===== src/verilog/keypad_wake_pkg.sv =====
package keypad_wake_pkg;
    localparam int ADDR_W = 2;
    localparam int DATA_W = 8;
    localparam int NUM_KEYS = 8;
    localparam int NUM_EVENTS = 2;
    // register offsets
    localparam logic [ADDR_W-1:0] OFF_STATUS_CONTROL = 2'h0;
    localparam logic [ADDR_W-1:0] OFF_PIN_ENABLE = 2'h1;
    localparam logic [ADDR_W-1:0] OFF_IRQ_STATUS = 2'h2;
    localparam logic [ADDR_W-1:0] OFF_IRQ_MASK = 2'h3;
    // status/control field positions
    localparam int POS_MODE = 0;
    localparam int POS_IRQ_EN = 1;
    localparam int POS_ACK = 2;
    localparam int POS_FLAG = 3;
    localparam int POS_POL_LO = 4;
    localparam int POS_POL_HI = 7;
    // interrupt status bit positions
    localparam int EV_FLAG_SET = 0;
    localparam int EV_STOP_WAKE = 1;
    // reset values
    localparam logic [7:0] RST_PIN_ENABLE = 8'h00;
    localparam logic [3:0] RST_POLARITY = 4'h0;
    localparam logic RST_MODE = 1'b0;
    localparam logic RST_IRQ_EN = 1'b0;
    localparam logic RST_FLAG = 1'b0;
    localparam logic [NUM_EVENTS-1:0] RST_IRQ_STATUS = 2'h0;
    localparam logic [NUM_EVENTS-1:0] RST_IRQ_MASK = 2'h0;
    // lower half polarity is fixed falling/low
    localparam logic [3:0] FIXED_LOW_POLARITY = 4'h0;
endpackage


===== src/verilog/key_pin_sampler.sv =====
`timescale 1ns/10ps
`default_nettype none
// two-stage synchroniser plus one history stage per pin
module key_pin_sampler #(
    parameter int WIDTH = 8
) (
    input wire logic i_clk,
    input wire logic i_reset_n,
    input wire logic [WIDTH-1:0] i_pins,
    output logic [WIDTH-1:0] o_now,
    output logic [WIDTH-1:0] o_prev
);
    logic [WIDTH-1:0] meta;
    logic [WIDTH-1:0] now;
    logic [WIDTH-1:0] prev;

    // meta is read only by now; prev holds the previous bus cycle sample
    always_ff @(posedge i_clk) begin
        if (!i_reset_n) begin
            meta <= '0;
            now <= '0;
            prev <= '0;
        end else begin
            meta <= i_pins;
            now <= meta;
            prev <= now;
        end
    end

    assign o_now = now;
    assign o_prev = prev;
endmodule
`default_nettype wire


===== src/verilog/keypad_wake_unit.sv =====
`timescale 1ns/10ps
`default_nettype none
module keypad_wake_unit #(
    parameter int NUM_PINS = 8
) (
    input wire logic i_clk,
    input wire logic i_reset_n,
    input wire logic [keypad_wake_pkg::ADDR_W-1:0] i_addr,
    input wire logic [keypad_wake_pkg::DATA_W-1:0] i_wdata,
    input wire logic i_write,
    input wire logic i_read,
    output logic [keypad_wake_pkg::DATA_W-1:0] o_rdata,
    input wire logic [NUM_PINS-1:0] i_pin_in,
    input wire logic [NUM_PINS-1:0] i_port_out,
    input wire logic [NUM_PINS-1:0] i_port_dir,
    input wire logic [NUM_PINS-1:0] i_port_pull,
    input wire logic i_stop_mode,
    output logic [NUM_PINS-1:0] o_pin_out,
    output logic [NUM_PINS-1:0] o_pin_oe,
    output logic [NUM_PINS-1:0] o_pullup_en,
    output logic [NUM_PINS-1:0] o_pulldown_en,
    output logic o_key_irq,
    output logic o_irq,
    output logic o_wake
);
    import keypad_wake_pkg::*;

    // software-visible state
    logic [NUM_PINS-1:0] key_pin_enable;
    logic [3:0] trigger_polarity_select;
    logic detect_mode_select;
    logic key_irq_enable;
    logic key_event_flag;
    logic [NUM_EVENTS-1:0] irq_status;
    logic [NUM_EVENTS-1:0] irq_mask;
    logic [DATA_W-1:0] rdata;
    logic stop_seen;
    logic stop_level_seen;

    // sampled pins
    logic [NUM_PINS-1:0] pin_now;
    logic [NUM_PINS-1:0] pin_prev;

    // decode wires
    logic wr_status_control;
    logic wr_pin_enable;
    logic wr_irq_mask;
    logic rd_irq_status;
    logic key_event_acknowledge;
    logic [NUM_PINS-1:0] polarity_full;
    logic [NUM_PINS-1:0] asserted_now;
    logic [NUM_PINS-1:0] asserted_prev;
    logic [NUM_PINS-1:0] edge_hit;
    logic [NUM_PINS-1:0] raw_asserted;
    logic [NUM_PINS-1:0] input_side;
    logic [NUM_PINS-1:0] pull_on;
    logic [NUM_PINS-1:0] use_pulldown;
    logic any_edge;
    logic any_level;
    logic flag_set;
    logic async_level_wake;
    logic stop_exit_wake;
    logic [NUM_EVENTS-1:0] events;
    logic [DATA_W-1:0] status_control_view;
    logic [DATA_W-1:0] next_rdata;
    logic next_flag;
    logic [NUM_EVENTS-1:0] next_irq_status;

    // pin index n maps straight onto port bit n
    key_pin_sampler #(
        .WIDTH(NUM_PINS)
    ) key_pin_sampler_inst (
        .i_clk(i_clk),
        .i_reset_n(i_reset_n),
        .i_pins(i_pin_in),
        .o_now(pin_now),
        .o_prev(pin_prev)
    );

    // register strobes
    assign wr_status_control = i_write && (i_addr == OFF_STATUS_CONTROL);
    assign wr_pin_enable = i_write && (i_addr == OFF_PIN_ENABLE);
    assign wr_irq_mask = i_write && (i_addr == OFF_IRQ_MASK);
    assign rd_irq_status = i_read && (i_addr == OFF_IRQ_STATUS);
    assign key_event_acknowledge = wr_status_control && i_wdata[POS_ACK];

    // lower four pins have fixed falling/low polarity
    assign polarity_full = {trigger_polarity_select, FIXED_LOW_POLARITY};

    // a pin is asserted when its level equals its polarity bit
    assign asserted_now = key_pin_enable & ~(pin_now ^ polarity_full);
    assign asserted_prev = key_pin_enable & ~(pin_prev ^ polarity_full);

    // edge: deasserted one bus cycle, asserted the next
    assign edge_hit = asserted_now & ~asserted_prev;
    assign any_edge = |edge_hit;
    assign any_level = |asserted_now;

    // level mode keeps setting the flag while any pin is asserted
    assign flag_set = any_edge || (detect_mode_select && any_level);
    assign next_flag = flag_set || (key_event_flag && !key_event_acknowledge);

    // interrupt request gated by enable; flag itself still polls
    assign o_key_irq = key_event_flag && key_irq_enable;

    // stop mode: unclocked level path straight from the pads
    assign raw_asserted = key_pin_enable & ~(i_pin_in ^ polarity_full);
    assign async_level_wake = i_stop_mode && (|raw_asserted);

    // wake from wait through the request, from stop through the level
    assign o_wake = o_key_irq || async_level_wake;

    // stop exit with a key still asserted is logged as a wake event
    assign stop_exit_wake = stop_seen && !i_stop_mode && stop_level_seen;

    // sticky interrupt events; set wins over the read clear
    assign events[EV_FLAG_SET] = flag_set && !key_event_flag;
    assign events[EV_STOP_WAKE] = stop_exit_wake;
    assign next_irq_status = events | (rd_irq_status ? '0 : irq_status);
    assign o_irq = |(irq_status & irq_mask);

    // port side: key pins become inputs, others follow the port
    assign input_side = ~i_port_dir | key_pin_enable;
    assign o_pin_oe = ~input_side;
    assign o_pin_out = i_port_out;

    // pull enable becomes pulldown on enabled key pins of the upper half with rising polarity
    assign pull_on = i_port_pull & input_side;
    assign use_pulldown = key_pin_enable & polarity_full;
    assign o_pulldown_en = pull_on & use_pulldown;
    assign o_pullup_en = pull_on & ~use_pulldown;

    // status/control read view; acknowledge bit reads as zero
    assign status_control_view = {trigger_polarity_select, key_event_flag,
        1'b0, key_irq_enable, detect_mode_select};

    // read data mux, unmapped reads give zero
    always_comb begin
        next_rdata = '0;
        case (i_addr)
            OFF_STATUS_CONTROL: begin
                next_rdata = status_control_view;
            end
            OFF_PIN_ENABLE: begin
                next_rdata = key_pin_enable;
            end
            OFF_IRQ_STATUS: begin
                next_rdata = {{(DATA_W-NUM_EVENTS){1'b0}}, irq_status};
            end
            OFF_IRQ_MASK: begin
                next_rdata = {{(DATA_W-NUM_EVENTS){1'b0}}, irq_mask};
            end
            default: begin
                next_rdata = '0;
            end
        endcase
    end

    // status/control fields
    always_ff @(posedge i_clk) begin
        if (!i_reset_n) begin
            trigger_polarity_select <= RST_POLARITY;
            key_irq_enable <= RST_IRQ_EN;
            detect_mode_select <= RST_MODE;
        end else if (wr_status_control) begin
            trigger_polarity_select <= i_wdata[POS_POL_HI:POS_POL_LO];
            key_irq_enable <= i_wdata[POS_IRQ_EN];
            detect_mode_select <= i_wdata[POS_MODE];
        end
    end

    // pin enable register
    always_ff @(posedge i_clk) begin
        if (!i_reset_n) begin
            key_pin_enable <= RST_PIN_ENABLE;
        end else if (wr_pin_enable) begin
            key_pin_enable <= i_wdata[NUM_PINS-1:0];
        end
    end

    // common key flag
    always_ff @(posedge i_clk) begin
        if (!i_reset_n) begin
            key_event_flag <= RST_FLAG;
        end else begin
            key_event_flag <= next_flag;
        end
    end

    // interrupt status and mask
    always_ff @(posedge i_clk) begin
        if (!i_reset_n) begin
            irq_status <= RST_IRQ_STATUS;
            irq_mask <= RST_IRQ_MASK;
        end else begin
            irq_status <= next_irq_status;
            if (wr_irq_mask) begin
                irq_mask <= i_wdata[NUM_EVENTS-1:0];
            end
        end
    end

    // remember stop mode and whether a key level was present in it
    always_ff @(posedge i_clk) begin
        if (!i_reset_n) begin
            stop_seen <= 1'b0;
            stop_level_seen <= 1'b0;
        end else begin
            stop_seen <= i_stop_mode;
            stop_level_seen <= i_stop_mode && any_level;
        end
    end

    // read data valid the cycle after the read strobe
    always_ff @(posedge i_clk) begin
        if (!i_reset_n) begin
            rdata <= '0;
        end else if (i_read) begin
            rdata <= next_rdata;
        end else begin
            rdata <= '0;
        end
    end

    assign o_rdata = rdata;

    // checks

    // a falling edge on pin 0 seen by the sampler sets the flag one cycle later
    property p_low_pin_edge;
        @(posedge i_clk) disable iff (!i_reset_n)
        (key_pin_enable[0] && pin_prev[0] && !pin_now[0])
            |=> key_event_flag;
    endproperty
    a_low_pin_edge:
    assert property (p_low_pin_edge)
    else $error("falling edge on pin 0 did not set the flag");

    // rising edge on an upper pin with high polarity sets the flag
    property p_upper_rising;
        @(posedge i_clk) disable iff (!i_reset_n)
        (key_pin_enable[7] && trigger_polarity_select[3]
            && !pin_prev[7] && pin_now[7]) |=> key_event_flag;
    endproperty
    a_upper_rising:
    assert property (p_upper_rising)
    else $error("rising edge on pin 7 did not set the flag");

    // with no pin enabled the flag never sets
    property p_disabled_quiet;
        @(posedge i_clk) disable iff (!i_reset_n)
        (key_pin_enable == '0 && !key_event_flag) |=> !key_event_flag;
    endproperty
    a_disabled_quiet:
    assert property (p_disabled_quiet)
    else $error("flag set with no pin enabled");

    // enabled pins never drive
    property p_forced_input;
        @(posedge i_clk) disable iff (!i_reset_n)
        (o_pin_oe & key_pin_enable) == '0;
    endproperty
    a_forced_input:
    assert property (p_forced_input)
    else $error("enabled key pin has its driver on");

    // pullup and pulldown never together, pulldown only on keyed pins
    property p_pull_choice;
        @(posedge i_clk) disable iff (!i_reset_n)
        ((o_pullup_en & o_pulldown_en) == '0)
            && ((o_pulldown_en & ~key_pin_enable) == '0);
    endproperty
    a_pull_choice:
    assert property (p_pull_choice)
    else $error("pull device choice is wrong");

    // acknowledge in edge mode with no new event clears the flag
    property p_ack_clears;
        @(posedge i_clk) disable iff (!i_reset_n)
        (key_event_acknowledge && !detect_mode_select && !any_edge)
            |=> !key_event_flag;
    endproperty
    a_ack_clears:
    assert property (p_ack_clears)
    else $error("acknowledge did not clear the flag");

    // level mode holds the flag while a pin stays asserted
    property p_level_holds;
        @(posedge i_clk) disable iff (!i_reset_n)
        (detect_mode_select && any_level) |=> key_event_flag [*1];
    endproperty
    a_level_holds:
    assert property (p_level_holds)
    else $error("flag cleared while a key level is asserted");

    // a new event raises the request when enabled, never when disabled
    property p_irq_gate;
        @(posedge i_clk) disable iff (!i_reset_n)
        ((flag_set && key_irq_enable && !wr_status_control) |=> o_key_irq)
            and (!key_irq_enable |-> !o_key_irq);
    endproperty
    a_irq_gate:
    assert property (p_irq_gate)
    else $error("key request does not match flag and enable");

    // acknowledge bit reads back zero
    property p_ack_reads_zero;
        @(posedge i_clk) disable iff (!i_reset_n)
        (i_read && i_addr == OFF_STATUS_CONTROL) |=> !o_rdata[POS_ACK];
    endproperty
    a_ack_reads_zero:
    assert property (p_ack_reads_zero)
    else $error("acknowledge bit read back as one");

    // stop-mode low level on pin 0 reaches the wake output at once
    property p_stop_wake;
        @(posedge i_clk) disable iff (!i_reset_n)
        (i_stop_mode && key_pin_enable[0] && !i_pin_in[0]) |-> o_wake;
    endproperty
    a_stop_wake:
    assert property (p_stop_wake)
    else $error("stop-mode key level did not request wake");

    // a read of interrupt status clears the bits not set again
    property p_status_clear;
        @(posedge i_clk) disable iff (!i_reset_n)
        (rd_irq_status && events == '0) |=> irq_status == '0;
    endproperty
    a_status_clear:
    assert property (p_status_clear)
    else $error("interrupt status not cleared by read");

    // lower pins never get a pulldown, their polarity is fixed
    property p_lower_pullup;
        @(posedge i_clk) disable iff (!i_reset_n)
        o_pulldown_en[3:0] == 4'h0;
    endproperty
    a_lower_pullup:
    assert property (p_lower_pullup)
    else $error("pulldown enabled on a lower key pin");

    // leaving stop with pin 0 held low logs a stop wake event
    property p_stop_exit;
        @(posedge i_clk) disable iff (!i_reset_n)
        (i_stop_mode && key_pin_enable[0] && !pin_now[0]) ##1 !i_stop_mode
            |=> irq_status[EV_STOP_WAKE];
    endproperty
    a_stop_exit:
    assert property (p_stop_exit)
    else $error("stop exit with key level not logged");
endmodule
`default_nettype wire


===== config.mk =====
export PLATFORM = sky130hd
export DESIGN_NAME = keypad_wake_unit
export DESIGN_NICKNAME = d
export VERILOG_FILES = /design/src/verilog/keypad_wake_pkg.sv /design/src/verilog/key_pin_sampler.sv /design/src/verilog/keypad_wake_unit.sv
export SDC_FILE = /design/constraint.sdc
export NUM_CORES = 1
export LEC_CHECK = 0
export ABC_AREA = 1
export BUFFER_PORTS_ARGS = -buffer_cell sky130_fd_sc_hd__buf_2
export CORE_MARGIN = 4
export CORE_UTILIZATION = 49
export DETAILED_ROUTE_END_ITERATION = 7
export PLACE_DENSITY = 0.8
export SYNTH_ARGS = -nofsm -noshare
export SYNTH_HDL_FRONTEND = slang
export SYNTH_SLANG_ARGS = --single-unit

===== constraint.sdc =====
create_clock -name i_clk -period 1.5 [get_ports i_clk]
set_clock_uncertainty 0.15 [all_clocks]
set_input_delay 0.075 -clock i_clk [delete_from_list [all_inputs] [get_ports i_clk]]
set_output_delay 0.075 -clock i_clk [all_outputs]
set_load 0.1 [all_outputs]

### After elaboration in Yosys (flattened, before gate mapping)

Cells that the tools add are included.

* register bits after elaboration: 53
* input bits: 47
* output and inout port bits: 43
* logic and storage cells: 64

* eq/ne operators: 3
* mux-type cells: 2
* bitwise logic cells: 21
* reductions and logical operators: 25

Operators with widths (number)
* 8-bit bitwise AND: 8
* 8-bit NOT: 7
* 8-bit one-hot mux with 4 select lines: 1
* 8-bit OR reduction: 3
* 8-bit XOR: 3
* 1-bit logical AND: 13
* 8-bit OR: 1
* 2-bit equality test (second input constant): 2
* 1-bit logical NOT: 3
* 1-bit logical OR: 3
* 2-bit bitwise AND: 1
* 2-bit by 1-bit equality test with 1-bit output (second input constant): 1
* 2-bit logical NOT: 1
* 2-bit two-way mux: 1
* 2-bit OR: 1
* 2-bit AND reduction: 1
* 2-bit OR reduction: 1

### Longest topological paths before layout

* depth in word-level cells: 9
* depth in mapped cells: 10
* mapped depth without buffers: 10

### By module

Synthesis repeated with hierarchy kept, for this count alone.

* cells, all modules: 343
* area total of the unflattened synthesis: 2392.3 um2

By module, submodules not included
* keypad_wake_unit: times used 1, cells each 269, area an instance 1709.1 um2, sequential area each 580.6 um2
* key_pin_sampler: times used 1, cells each 74, area an instance 683.2 um2, sequential area each 480.5 um2

### Worst setup path after synthesis

No wires, ideal clock.

* kind: flip-flop to output port
* start point: register key_pin_enable[4]
* end point: output port o_pullup_en[4]
* arrival time: 2.592 ns
* data required time: 1.275 ns
* slack: -1.317 ns
* stages on the path, launching flop included: 3
* buffers on the path: 0
* cells stage by stage: dfxtp_1 -> nor2_1 -> nor2_1

* longest elaborated chain between the ends: 3
* elaborated cells on any way between the ends: 5

RTL lines
* start, declared: line keypad_wake_unit.sv:29 `logic [NUM_PINS-1:0] key_pin_enable;`
* start signal, assigned: line keypad_wake_unit.sv:177 `key_pin_enable <= i_wdata[NUM_PINS-1:0];`
* 8-bit OR or 8-bit bitwise AND (tied branches): line keypad_wake_unit.sv:123, keypad_wake_unit.sv:129
* 8-bit bitwise AND or 8-bit NOT (tied branches): line keypad_wake_unit.sv:128, keypad_wake_unit.sv:131
* 8-bit bitwise AND (*): line keypad_wake_unit.sv:131 `assign o_pullup_en = pull_on & ~use_pulldown;`
* end, declared: line keypad_wake_unit.sv:20 `output logic [NUM_PINS-1:0] o_pullup_en,`

Mark *: on every way between the ends. The rest lies on a longest branch, timed or not.

### Worst setup path after layout

* start point: register key_pin_enable[1]
* end point: output port o_wake

* longest elaborated chain between the ends: 4

RTL lines
* 8-bit bitwise AND: line keypad_wake_unit.sv:107 `assign raw_asserted = key_pin_enable & ~(i_pin_in ^ polarity_full);`
* 8-bit OR reduction: line keypad_wake_unit.sv:108 `assign async_level_wake = i_stop_mode && (|raw_asserted);`
* 1-bit logical AND: line keypad_wake_unit.sv:108
* 1-bit logical OR: line keypad_wake_unit.sv:111 `assign o_wake = o_key_irq || async_level_wake;`
* end, declared: line keypad_wake_unit.sv:24 `output logic o_wake`

Every way passes these cells.

==> run_results.csv <==
group,metric,value,unit
hold_path,hold_depth,0,
drt,drtPass1Iterations,6,
critical_path,cp_max_fo,2,
logic_synthesis,synth-simple-area-share,0.276,
cts,cts.root.buffer_cell,"clkbuf_8",
power_and_ir_drop,switching_share,0.345,
logic_synthesis,synth-seq-cells,53,
hold_path,worstHoldPathType,"input port to output pin",
logic_synthesis,synth-main-ff-cell,"dfxtp_1",
placed_design,gp_congestion,0.843,
floorplan,fp.dieW,78.1,µm
drt,drtIter0Drc,251,
drt,vias,2680,
cts,clock_latency,0.31,ns
layout,syn_to_final_growth,54.6,%
timing,setup_viol,2,
critical_path,required,1.27,ns
logic_synthesis,synth_cells,351,
power_and_ir_drop,p_comb_frac,0.294,
global_routing,grt_pass1_wl,11700,µm
logic_synthesis,synth_cell_types,29,
floorplan,coreArea,4720,µm²
power_and_ir_drop,p_per_area,876,nW/µm²
status,status,"finished, violations left",
timing,hold_violations,0,
power_and_ir_drop,switching_power,1.12,mW
critical_path,startpoint,"key_pin_enable[1]",
timing,grt_setup_unrepaired,"yes",
critical_path,startpoint_type,"flop",
global_routing,grt_use_total,0.242,
critical_path,ff2ff_path_depth,11,
logic_synthesis,ys_warn_count,0,
logic_synthesis,avgSynthCellArea,6.85,µm²
global_routing,grt_overflow,0,
global_routing,antenna_found_initial,0,
floorplan,die_area,6090,µm²
drt,wire_per_inst,14.5,µm
floorplan,rows,25,
logic_synthesis,synth-compound-area-share,0.107,
cts,numCtsBuffers,5,
critical_path,worstSetupEndpointType,"output pin",
critical_path,worstPathArrival,1.60,ns
power_and_ir_drop,total_leakage_power,1.91,nW
flow_run,drv_cap,0,
timing,finalCriticalPeriod,1.82,ns
logic_synthesis,syn-cell-area,2400,µm²
floorplan,die_h,78.1,µm
logic_synthesis,synthAdderAreaFrac,0,
placed_design,hpwl,4760,µm
logic_synthesis,synthMuxAreaShare,0,
global_routing,grt_pass1_vias,2561,
layout,final_cell_mix,"nand2_1 (86), inv_1 (65), buf_2 (46), dfxtp_1 (43), a21oi_1 (25)",
hold_path,worstHoldStart,"i_port_out[3]",
power_and_ir_drop,total_power,3.26,mW
drt,viasPerCell,5.13,
critical_path,regToRegStartpoint,"trigger_polarity_select[0]",
status,violations,"setup timing",
layout,drive_above_1_share,0.349,
hold_path,hold_path_end,"o_pin_out[3]",
placed_design,io_buffers,69,
critical_path,reg2reg_slack,0.06,ns
critical_path,critical_path_class,"flop to output pin",
floorplan,ioPinCount,90,
timing,whs,0.0000439,ns
cts,clockBufferDepth,2,
cts,htreeDepth,2,
critical_path,worstReg2RegEnd,"irq_status[0]",
drt,finalWirelength,7540,µm
logic_synthesis,synth_edf_count,0,
drt,drc,0,
layout,nets,501,
cts,clock-sinks,53,
floorplan,start_util,0.509,
layout,layout_commonest_cell,"nand2_1",
logic_synthesis,yosysSeqAreaShare,0.441,
layout,antenna_cells,0,
timing,period_share,1.22,
power_and_ir_drop,seqPwrFrac,0.465,
logic_synthesis,synthArstFlopShare,0,
timing,fin_ws,-0.324,ns
timing,slew_viol_final,0,
power_and_ir_drop,power_frac_clock,0.242,
power_and_ir_drop,ir_drop,0.821,mV
logic_synthesis,synth_top_family_by_area,"simple AND/OR/NAND/NOR gates",
power_and_ir_drop,p_int,2.13,mW
drt,ant_nets,0,
global_routing,grt_max_degree,22,
logic_synthesis,synth-xor-area-share,0.00364,
timing,clock.fmax,548,MHz
cts,cts_tree,"yes",
cts,clk_pin_slew,0.10,ns
==> flip-flops by register name, indices dropped and copies added, names as in the netlist <==
register / flops
key_pin_sampler_inst.meta: 8
key_event_flag: 1
trigger_polarity_select: 4
irq_mask: 2
o_rdata: 8
stop_seen: 1
detect_mode_select: 1
key_irq_enable: 1
key_pin_sampler_inst.o_now: 8
key_pin_enable: 8
stop_level_seen: 1
key_pin_sampler_inst.o_prev: 8
irq_status: 2
==> cells in the mapped netlist (all sizes together), types with 2 or more instances <==
| cell type | number | area [µm²] |
|---|---|---|
| a41oi | 2 | 17.5 |
| buf | 16 | 119 |
| o21ai | 16 | 83.8 |
| dfxtp | 53 | 1060 |
| nor2 | 33 | 150 |
| a21oi | 26 | 134 |
| nand3b | 2 | 15.0 |
| inv | 73 | 277 |
| clkbuf | 4 | 15.0 |
| nand3 | 23 | 115 |
| nand2 | 95 | 364 |
| or2 | 2 | 12.5 |
==> final cells by class <==
| cell class | instances | area, µm² |
|---|---|---|
| clock buffers | 7 | 76.3 |
| clock inverters | 1 | 7.51 |
| fillers | 291 | 1010 |
| inverters | 73 | 277 |
| multi-input cells | 208 | 1150 |
| flip-flops and latches | 53 | 1080 |
| well taps | 67 | 83.8 |
| repair buffers | 113 | 1050 |
==> worst max-delay path, cell delays in order, from the launching register on <==
cell and delay (ns):
dfxtp_2 0.35, inv_2 0.06, o22ai_2 0.07, nand3b_1 0.24, o31ai_4 0.26, nand2_2 0.11
buf_12 0.18
==> power groups by stage <==
| stage | Sequential [mW] | Combinational, mW | Clock [mW] |
|---|---|---|---|
| floorplan | 1.56 | 0.631 | 0 |
| global placement | 1.53 | 0.809 | 0 |
| detailed placement | 1.54 | 0.823 | 0 |
| CTS | 1.51 | 0.898 | 0.786 |
| global route | 1.52 | 1.01 | 0.848 |
| finish | 1.51 | 0.956 | 0.787 |
==> worst max-delay path by stage <==
stage          slack, ns  cells past startpoint        endpoint
6_report           -0.32                      6          o_wake
5_1_grt            -0.35                      6          o_wake
4_1_cts            -0.23                      6          o_wake
3_5_place_dp        0.03                      7          o_wake
3_3_place_gp        0.06                      7          o_wake
2_1_floorplan      -0.39                      2  o_pullup_en[4]
==> through the flow <==
stage	setup slack (ns)	setup TNS (ns)	area, µm²	utilization	cells
4_1_cts	-0.231	-0.447	3610	0.765	521
5_1_grt	-0.348	-0.488	3720	0.787	522
2_1_floorplan	-0.385	-1.54	2510	-	354
3_3_place_gp	0.0569	0	3210	0.679	488
3_5_place_dp	0.0279	0	3210	0.679	488
6_report	-0.324	-0.337	3720	0.787	522
==> repair_timing <==
action | in CTS | in global routing
resized for setup | 30 | 28
pin swaps | 7 | 12
endpoints found under the setup margin | 10 | 11
hold buffers | 23 | 0
buffers inserted | 3 | 3
endpoints found under the hold margin | 29 | 0
==> metal layers <==
layer,part of all wire,track usage
met4,0.040,0.101
met1,0.37,0.263
met2,0.51,0.441
met3,0.084,0.0642
met5,0,0
==> cells by family (layout without fill, tap and decap cells) <==
| family | Yosys count | after routing |
|---|---|---|
| XOR/XNOR | 1 | 1 |
| AND/OR/NAND/NOR | 156 | 156 |
| AO/OA/AOI/OAI | 47 | 47 |
| other | 1 | 4 |
| buffers and inverters | 93 | 194 |
| flip-flops | 53 | 53 |
Power figures use the tool's default switching activity.
